File: src/autoneg_pkg.sv
package autoneg_pkg;
    localparam int ADDR_W = 5;
    localparam int DATA_W = 16;
    localparam int TECH_W = 4;
    localparam int SEL_W = 5;
    // register offsets on the management register port
    localparam logic [4:0] ADV_ADDR = 5'h04;
    localparam logic [4:0] PARTNER_ADDR = 5'h05;
    // field positions; bit 14 is acknowledge in the partner register, reserved in the advertisement
    localparam int NEXT_PAGE_BIT = 15;
    localparam int ACK_BIT = 14;
    localparam int RSV_RO_BIT = 14;
    localparam int REMOTE_FAULT_BIT = 13;
    localparam int RSV_RW_BIT = 12;
    localparam int ASYM_PAUSE_BIT = 11;
    localparam int PAUSE_BIT = 10;
    localparam int T4_BIT = 9;
    localparam int TECH_LO = 5;
    localparam int SEL_LO = 0;
    // selector codes
    localparam logic [4:0] SEL_IEEE_8023 = 5'h01;
    localparam logic [4:0] SEL_IEEE_8029 = 5'h02;
    localparam logic [4:0] SEL_RSV_LO = 5'h00;
    localparam logic [4:0] SEL_RSV_HI = 5'h1f;
    // advertisement reset value before straps; writable bit mask
    localparam logic [15:0] ADV_RESET = 16'h0001;
    localparam logic [15:0] ADV_WR_MASK = 16'hbfff;
    localparam logic [15:0] RD_UNMAPPED = 16'h0000;
    // strap capture: synchroniser depth
    localparam int STRAP_SYNC_STAGES = 2;
    typedef enum logic [1:0] {SEL_NONE, SEL_ADV, SEL_PARTNER} regsel_t;
endpackage

File: src/strap_if.sv
`timescale 1ns/100ps
interface strap_if;
    logic load;
    logic pause;
    logic [3:0] tech;
    modport src (output load, output pause, output tech);
    modport dst (input load, input pause, input tech);
endinterface

File: src/strap_capture.sv
`timescale 1ns/100ps
module strap_capture
    import autoneg_pkg::*;
(
    input wire logic clock, // 10 MHz
    input wire logic rstn, // async reset, low
    input wire logic ce, // clock enable
    input wire logic pauseStrap, // pause default pin
    input wire logic [TECH_W-1:0] strapConfigPins, // technology straps
    strap_if.src strap // captured levels to the register bank
);
    typedef enum {WAIT_SYNC, WAIT_SETTLE, CAPTURE, LOAD, DONE} capstate_t;
    capstate_t state_q;
    logic [TECH_W:0] sync1_q;
    logic [TECH_W:0] sync2_q;

    ////////////////////////////////////////////////////////////////////
    // two-stage synchroniser on the strap pins
    always_ff @(posedge clock or negedge rstn) begin
        if (!rstn) begin
            sync1_q <= '0;
            sync2_q <= '0;
        end else if (ce) begin
            sync1_q <= {pauseStrap, strapConfigPins};
            sync2_q <= sync1_q;
        end
    end

    ////////////////////////////////////////////////////////////////////
    // wait until both stages hold pin levels, then load once
    always_ff @(posedge clock or negedge rstn) begin
        if (!rstn) begin
            state_q <= WAIT_SYNC;
        end else if (ce) begin
            case (state_q)
                WAIT_SYNC: state_q <= WAIT_SETTLE;
                WAIT_SETTLE: state_q <= CAPTURE;
                CAPTURE: state_q <= LOAD;
                LOAD: state_q <= DONE;
                DONE: state_q <= DONE;
                default: state_q <= DONE;
            endcase
        end
    end

    always_ff @(posedge clock or negedge rstn) begin
        if (!rstn) begin
            strap.pause <= 1'b0;
            strap.tech <= '0;
        end else if (ce && state_q == CAPTURE) begin
            // second stage holds pin levels only from the second edge on
            strap.pause <= sync2_q[TECH_W];
            strap.tech <= sync2_q[TECH_W-1:0];
        end
    end

    assign strap.load = (state_q == LOAD);
endmodule

File: src/autoneg_ability_registers.sv
`timescale 1ns/100ps
// Notes on behaviour
// - next-page advertise bit, read/write, resets to zero
// - remote-fault advertise bit, read/write, resets to zero
// - bit 14 reads zero always; bit 12 writable, resets zero
// - asymmetric pause advertise bit, read/write, resets zero, sent in page
// - pause advertise bit, read/write, one means full-duplex pause enabled
// - pause bit default is loaded from its strap pin at reset
// - 100BASE-T4 advertise bit is writable though unsupported, resets zero
// - four technology bits 8..5: TX-FD, TX, 10-FD, 10, read/write
// - technology defaults come from the strap configuration pins at reset
// - selector resets to 00001; host must avoid reserved codes
// - partner bits 15,14 report next page and acknowledge
// - partner bits 11,10 report asymmetric pause and pause
// - partner bits 9..5 report T4 and the four technology abilities
// - partner selector in bits 4..0, remote fault in bit 13
// - received base page loads partner register and raises page-received
module autoneg_ability_registers
    import autoneg_pkg::*;
(
    input wire logic clock, // 10 MHz
    input wire logic rstn, // async reset, low
    input wire logic ce, // clock enable, freezes state when low
    input wire logic pauseStrap, // pause default strap pin
    input wire logic [TECH_W-1:0] strapConfigPins, // technology straps
    input wire logic [ADDR_W-1:0] regAddr, // management register address
    input wire logic regWrite, // write strobe
    input wire logic regRead, // read strobe
    input wire logic [DATA_W-1:0] regWrData, // write data
    output logic [DATA_W-1:0] regRdData, // read data, one cycle later
    input wire logic pageRxValid, // base page received pulse
    input wire logic [DATA_W-1:0] pageRxWord, // received link code word
    output logic pageReceived, // page-received indication pulse
    input wire logic anStart, // negotiation start or restart pulse
    output logic [DATA_W-1:0] txBaseWord // base word for transmission
);
    strap_if strapBus ();
    logic [DATA_W-1:0] adv_q;
    logic [DATA_W-1:0] partner_q;
    logic [DATA_W-1:0] advView;
    logic advWrite;

    function automatic regsel_t decodeAddr(input logic [ADDR_W-1:0] a);
        if (a == ADV_ADDR) begin
            return SEL_ADV;
        end else if (a == PARTNER_ADDR) begin
            return SEL_PARTNER;
        end
        return SEL_NONE;
    endfunction

    strap_capture straps (
        .clock(clock),
        .rstn(rstn),
        .ce(ce),
        .pauseStrap(pauseStrap),
        .strapConfigPins(strapConfigPins),
        .strap(strapBus.src)
    );

    ////////////////////////////////////////////////////////////////////
    // local advertisement register
    assign advWrite = regWrite && decodeAddr(regAddr) == SEL_ADV;
    // bit 14 never stores a one
    assign advView = adv_q & ADV_WR_MASK;

    always_ff @(posedge clock or negedge rstn) begin
        if (!rstn) begin
            adv_q <= ADV_RESET;
        end else if (ce) begin
            if (advWrite) begin
                // all fields but bit 14 take the host value
                adv_q <= regWrData & ADV_WR_MASK;
            end else if (strapBus.load) begin
                adv_q[PAUSE_BIT] <= strapBus.pause;
                adv_q[TECH_LO +: TECH_W] <= strapBus.tech;
            end
        end
    end

    ////////////////////////////////////////////////////////////////////
    // partner ability register: no reset, loaded only by received pages
    always_ff @(posedge clock) begin
        if (ce && pageRxValid) begin
            partner_q <= pageRxWord;
        end
    end

    always_ff @(posedge clock or negedge rstn) begin
        if (!rstn) begin
            pageReceived <= 1'b0;
        end else if (ce) begin
            pageReceived <= pageRxValid;
        end
    end

    ////////////////////////////////////////////////////////////////////
    // transmit word taken at negotiation start
    always_ff @(posedge clock or negedge rstn) begin
        if (!rstn) begin
            txBaseWord <= ADV_RESET;
        end else if (ce && anStart) begin
            txBaseWord <= advView;
        end
    end

    ////////////////////////////////////////////////////////////////////
    // read data
    always_ff @(posedge clock or negedge rstn) begin
        if (!rstn) begin
            regRdData <= RD_UNMAPPED;
        end else if (ce && regRead) begin
            case (decodeAddr(regAddr))
                SEL_ADV: regRdData <= advView;
                SEL_PARTNER: regRdData <= partner_q;
                default: regRdData <= RD_UNMAPPED;
            endcase
        end
    end

    ////////////////////////////////////////////////////////////////////
    // field map must tile bits 0 to 10 and keep bit 14 unwritable
    if (SEL_LO + SEL_W != TECH_LO
            || TECH_LO + TECH_W != T4_BIT
            || T4_BIT + 1 != PAUSE_BIT
            || ADV_WR_MASK[RSV_RO_BIT] != 1'b0) begin : g_mapCheck
        $error("advertisement field map does not tile the word");
    end
endmodule

File: config.mk
export PLATFORM = sky130hd
export DESIGN_NAME = autoneg_ability_registers
export DESIGN_NICKNAME = d
export VERILOG_FILES = /design/src/autoneg_pkg.sv /design/src/strap_if.sv /design/src/strap_capture.sv /design/src/autoneg_ability_registers.sv
export SDC_FILE = /design/constraint.sdc
export NUM_CORES = 1
export LEC_CHECK = 0
export BUFFER_PORTS_ARGS = -buffer_cell sky130_fd_sc_hd__clkbuf_2
export CAP_MARGIN = 10
export CORE_UTILIZATION = 49
export DETAILED_ROUTE_END_ITERATION = 16
export MAX_ROUTING_LAYER = met4
export PLACE_DENSITY_LB_ADDON = 0.2
export REMOVE_ABC_BUFFERS = 1
export SYNTH_ARGS = -nofsm -noshare
export SYNTH_HDL_FRONTEND = slang
export SYNTH_HIERARCHICAL = 1
export SYNTH_SLANG_ARGS = --single-unit
File: constraint.sdc
create_clock -name clock -period 1.6 [get_ports clock]
set_input_delay 0.4 -clock clock [delete_from_list [all_inputs] [get_ports clock]]
set_output_delay 0.4 -clock clock [all_outputs]
set_load 0.1 [all_outputs]
# --- Word level (Yosys, flattened, before mapping) ---
# Cells that the tools add are included.
word_totals:
  reg_bits: 110
  inputBits: 49
  output_inout_bits: 33
  wordCells: 43
classes:
  eq_ne: 9
  muxes: 14
  reduce_logical: 9
ops:
  columns: ["cell", "count"]
  rows:
  - ["32-bit by 3-bit equality test with 1-bit output (second input constant)", 2]
  - ["32-bit by 1-bit equality test with 1-bit output (second input constant)", 1]
  - ["32-bit by 2-bit equality test with 1-bit output (second input constant)", 1]
  - ["32-bit logical NOT", 1]
  - ["16-bit case mux with 2 select lines", 1]
  - ["5-bit by 3-bit equality test with 1-bit output (second input constant)", 2]
  - ["2-bit 2-to-1 mux", 5]
  - ["3-bit case mux with 3 select lines", 1]
  - ["4-bit 2-to-1 mux", 2]
  - ["1-bit logical AND", 5]
  - ["1-bit 2-to-1 mux", 5]
  - ["2-bit by 1-bit equality test with 1-bit output (second input constant)", 2]
  - ["2-bit AND reduction", 2]
  - ["2-bit equality test (second input constant)", 1]
  - ["2-bit nonzero test", 1]

# --- Depth between registers and ports, before layout ---
depth:
  depth_word: 8
  ltp_mapped: 5
  mapped_depth_nobuf: 5

# --- By module ---
# The synthesis kept the hierarchy.
by_module_without_submodules:
  columns: ["module", "n_inst", "cells_per_inst", "area_per_inst_um2", "seq_area_each_um2"]
  rows:
  - ["autoneg_ability_registers", 1, 178, 2572.5, 1659.1]
  - ["strap_capture", 1, 43, 696.9, 450.4]

# --- Worst setup path before layout ---
# No wires, ideal clock.
synth_timing:
  path_type: "input to register"
  startpoint: "input regAddr[4]"
  endpoint: "register adv_q[11]"
  arrival_ps: 1588
  required_ps: 1475
  setup_slack_ps: -113
  path_stages: 4
  path_buffers: 1
  cell_sequence: "or4b_4 -> buf_6 -> nor2_8 -> mux2_2"
synth_via:
  elab_chain_cells: 7
  elab_cells_between_ends: 9
synth_lines:
  columns: ["item", "line_no", "rtl"]
  rows:
  - ["start: declaration", "autoneg_ability_registers.sv:26", "input wire logic [ADDR_W-1:0] regAddr,"]
  - ["5-bit by 3-bit equality test with 1-bit output", "autoneg_ability_registers.sv:46", "end else if (a == PARTNER_ADDR) begin"]
  - ["1-bit 2-to-1 mux", "autoneg_ability_registers.sv:46", null]
  - ["1-bit 2-to-1 mux", "autoneg_ability_registers.sv:44", "if (a == ADV_ADDR) begin"]
  - ["2-bit 2-to-1 mux *", "autoneg_ability_registers.sv:49", "return SEL_NONE;"]
  - ["2-bit by 1-bit equality test with 1-bit output *", "autoneg_ability_registers.sv:63", "assign advWrite = regWrite && decodeAddr(regAddr) == SEL_ADV;"]
  - ["1-bit logical AND *", "autoneg_ability_registers.sv:63", null]
  - ["2-bit AND reduction (no line) *", null, null]
  - ["end signal: assignment", "autoneg_ability_registers.sv:73", "adv_q <= regWrData & ADV_WR_MASK;"]
  - ["end signal: indexed assignment", "autoneg_ability_registers.sv:75", "adv_q[PAUSE_BIT] <= strapBus.pause;"]
  - ["end signal: indexed assignment", "autoneg_ability_registers.sv:76", "adv_q[TECH_LO +: TECH_W] <= strapBus.tech;"]
  - ["end: declaration", "autoneg_ability_registers.sv:38", "logic [DATA_W-1:0] adv_q;"]
# Every way passes the cells marked *; elsewhere a longest branch is shown, timed or not.
# A chain may end at the register's enable or synchronous reset.

# --- Worst setup path after layout ---
layout_timing:
  startpoint: "register txBaseWord[1]"
  endpoint: "output txBaseWord[1]"
layout_rtl:
  columns: ["item", "line_no", "rtl"]
  rows:
  - ["start: declaration", "autoneg_ability_registers.sv:35", "output logic [DATA_W-1:0] txBaseWord"]
  - ["start signal: assignment", "autoneg_ability_registers.sv:103", "txBaseWord <= advView;"]
# No word-level cell between the ends.

==> impl_summary.txt <==
----------------------------------------------------
[Synthesis]
  Most frequent cell after synthesis ... dfrtp_1
  Mapped Cells ... 221
  Flip-flop and latch count after synthesis ... around 80
  Parity-gate share of the synthesized area counting xor and xnor cells ... 0%
  Compound-Gate Fraction of Synth Area ... 7.50%
  Cell accounting for the most synthesized area ... dfrtp_1
  Main combinational cell family by area after synthesis ... multiplexers
  Main area contributors after synthesis ... dfrtp_1, edfxtp_1, mux2_2
  Most common library cells after synthesis ... dfrtp_1, mux2_2, nand2_1, edfxtp_1, mux2i_1
  Asr flop ratio synth ... 80.2%
  Synthesized area per cell ... 14.8 um^2
  Mapped Area ... 3270 um^2
  Mux share of post-synthesis cell area ... 19.0%
  Fraction of post-synthesis cell area in the top cell type by area ... 48.2%
  Leading register cell type out of synthesis ... dfrtp_1
  Post-synth EDFFs ... 16
  Synth Area in Simple Gates ... 6.66%
  Number of distinct library cell variants in the gate-level netlist after synthesis ... 32
  Sequential fraction of the synthesis area ... 64.5%
  Adder and majority gate portion of the synthesized area ... 0%
  Yosys synthesis warning count ... 6

[Worst setup path]
  Setup slack on the worst flop-to-flop path ... 0.23 ns
  Kind of capture point of the worst setup path ... output port
  Arrival time of the worst setup path ... 1.16 ns
  Reg-to-reg endpoint ... adv_q[8]
  Data required, critical path ... 1.20 ns
  Delay of the slowest cell on the worst path ... 0.46 ns
  Count of cells along the worst register-to-register path ... 5
  Critical Setup Path Class ... reg -> out
  CP top delay family ... buffers and inverters
  Crit-path slowest cell ... clkbuf_2
  Kind of start point of the critical path ... register
  Cells along the critical path ... clkbuf_2
  Worst flop-to-flop path startpoint ... straps/state_q[0]
  Largest fanout on the critical path ... 2
  Number of buffer and inverter stages on the critical path ... 1

[Global routing]
  First-pass GRT wire length ... 10.5 mm
  Overall Global Routing Usage ... 20.3%
  Number of global-route vias before repair ... 2131
  Final global-route overflow total ... 0
  Number of antenna violations at the first check in global routing ... 0
  Largest net degree at the start of global routing ... 66

[Placement]
  IO Port Bufs ... 79
  Instance count after placement with tap cells included ... 377
  Worst setup slack before clock tree synthesis ... -0.283 ns
  Final GP Congestion ... 0.776
  Post-DP HPWL ... approximately 4.3 mm
  Post-placement cell area ... around 3900 um^2

[Power and ir drop]
  Ratio of total power to cell area ... 1510 nW/um^2
  Maximum VDD drop ... 1.55 mV
  Switching power ... 2.18 mW
  Leakage power ... 1.94 nW
  Total design power ... 6.22 mW
  Share of total power in combinational logic ... 27.8%
  Switching share of power ... 35.1%
  Internal power contribution ... 4.04 mW
  Clock network fraction of design power ... 28.3%
  Part of the power in registers ... a little over two fifths

[Clock network]
  Buffer depth of the longest clock path ... 2
  Total number of clock tree sinks ... 81
  Source-to-sink clock delay at the later pin of the worst-skew pair ... 0.34 ns
  Total setup buffers inserted after CTS ... 0
  H-Tree Depth ... 3
  Root buffer cell ... clkbuf_8
  Clock edge transition at the registers on the reported setup and hold paths ... 0.09 ns
  PostCTS Resize Cnt ... 0
  Cts bufs inserted ... 9
  Clock tree from TritonCTS ... built
  Count of hold buffers inserted by post-cts repair ... 0

[Finish]
  Number of nets in the final layout ... 360
  Final standard cell count with taps included and fillers excluded ... 393
  Layout area overhead ... 26.1%
  Fraction of layout cells with a size suffix above 1 ... 50.0%
  Final core occ ... between 60% and 70%
  Number of antenna cells inserted ... 0
  Cell area after layout ... 4120 um^2

[STA]
  Worst-case headroom to the max-slew limit ... around 64%
  Fin. Hold Viols ... 0
  Final min period ... 1.56 ns
  Setup-violating endpoint count in the final report ... 0
  Worst hold margin ... 0.0650 ns
  Tightest Pin Transition ... 0.541 ns
  Worst path setup slack after routing ... 0.0380 ns
  Share of the clock period used by the worst path ... a little over nine tenths
  Highest clock rate ... 0.640 GHz
  Final-layout setup total negative slack ... 0 ns
  Unrepaired setup endpoints after global routing ... false
  Skew final ... ~0.0075 ns
  Number of max-slew violations in the final report ... 0

[Drt]
  Number of optimization iterations in the first detailed-route pass ... 4
  Routed length per instance ... 16.2 um
  Via count of the routed design ... 2084
  Residual antenna-violating net count after detailed routing ... 0
  Starting DRT DRC Count ... 79
  Via density per instance ... about 5.3
  Total routed wirelength ... 6.37 mm
  Drc violations ... 0

[Floorplanning]
  Horiz. Die Dim ... 83.7 um
  Starting density of the core ... 51.2%
  Vert. Die Dim ... 83.7 um
  Number of top-level pins ... slightly above 80
  Area of the die ... 7000 um^2
  Floorplan Core Area ... roughly 6400 um^2
  Floorplan row count ... 29

[Hold path]
  Type of the most critical hold path ... in -> async

[Job]
  Number of maximum-capacitance violations ... 0

[Outcome]
  Result of the run ... finished clean

----------------------------------------------------
==> per-layer routing <==
| layer | part of all wire (%) | up-vias | GRT usage, % |
|---|---|---|---|
| met5 | 0 | - | - |
| met4 | 1.5 | 0 | 8.01 |
| met3 | 4.2 | 10 | 3.86 |
| met2 | 47 | 65 | 31.0 |
| met1 | 48 | 1018 | 27.2 |
| li1 | - | 991 | - |
==> power by group through the flow <==
stage | combinational, mW | clock [mW] | sequential [mW]
floorplan | 0.472 | 0 | 3.57
CTS | 1.74 | 1.79 | 2.74
detailed placement | 1.74 | 0 | 2.78
global route | 1.81 | 1.89 | 2.79
finish | 1.73 | 1.76 | 2.74
global placement | 1.71 | 0 | 2.76
==> sequential cells by signal, indices dropped and copies added, names as in the netlist <==
signal / flops
pageReceived: 1
straps/state_q: 3
regRdData: 16
straps/strap.pause: 1
straps/sync1_q: 5
txBaseWord: 15
partner_q: 16
straps/strap.tech: 4
straps/sync2_q: 5
adv_q: 15
==> worst max-delay path by stage <==
stage	from	to	slack, ns	depth (start not counted)
floorplan	regAddr[4]	adv_q[11]	-0.13	3
global placement	regAddr[4]	adv_q[5]	-0.24	6
detailed placement	regAddr[4]	adv_q[7]	-0.28	6
CTS	regRdData[6]	regRdData[6]	0.02	1
global route	regRdData[12]	regRdData[12]	0.002	1
finish	txBaseWord[1]	txBaseWord[1]	0.04	1
==> kinds of logic after synthesis <==
logic type / count (synthesis)
AOI/OAI and AO/OA: 30
buffers and inverters: 14
DFF: 81
muxes: 57
other: 1
and+or+nand+nor: 38
==> layout by cell type, fill, tap and decap left out, types with 7 or more instances in the layout <==
cell type / instances
dfrtp_1: 63
clkbuf_2: 63
mux2_2: 41
nand2_1: 21
buf_4: 19
mux2i_1: 16
edfxtp_1: 16
o31ai_1: 15
clkbuf_8: 9
nand2b_1: 7
==> layout make-up <==
class / count / area [um^2]
multi-input cells: 126 / 1090
inverters: 3 / 11.3
repair buffers: 90 / 573
clock inverters: 7 / 119
well taps: 77 / 96.3
fillers: 495 / 2260
clock buffers: 9 / 124
flip-flops and latches: 81 / 2110
No activity file was read; power rests on OpenSTA's default activity.
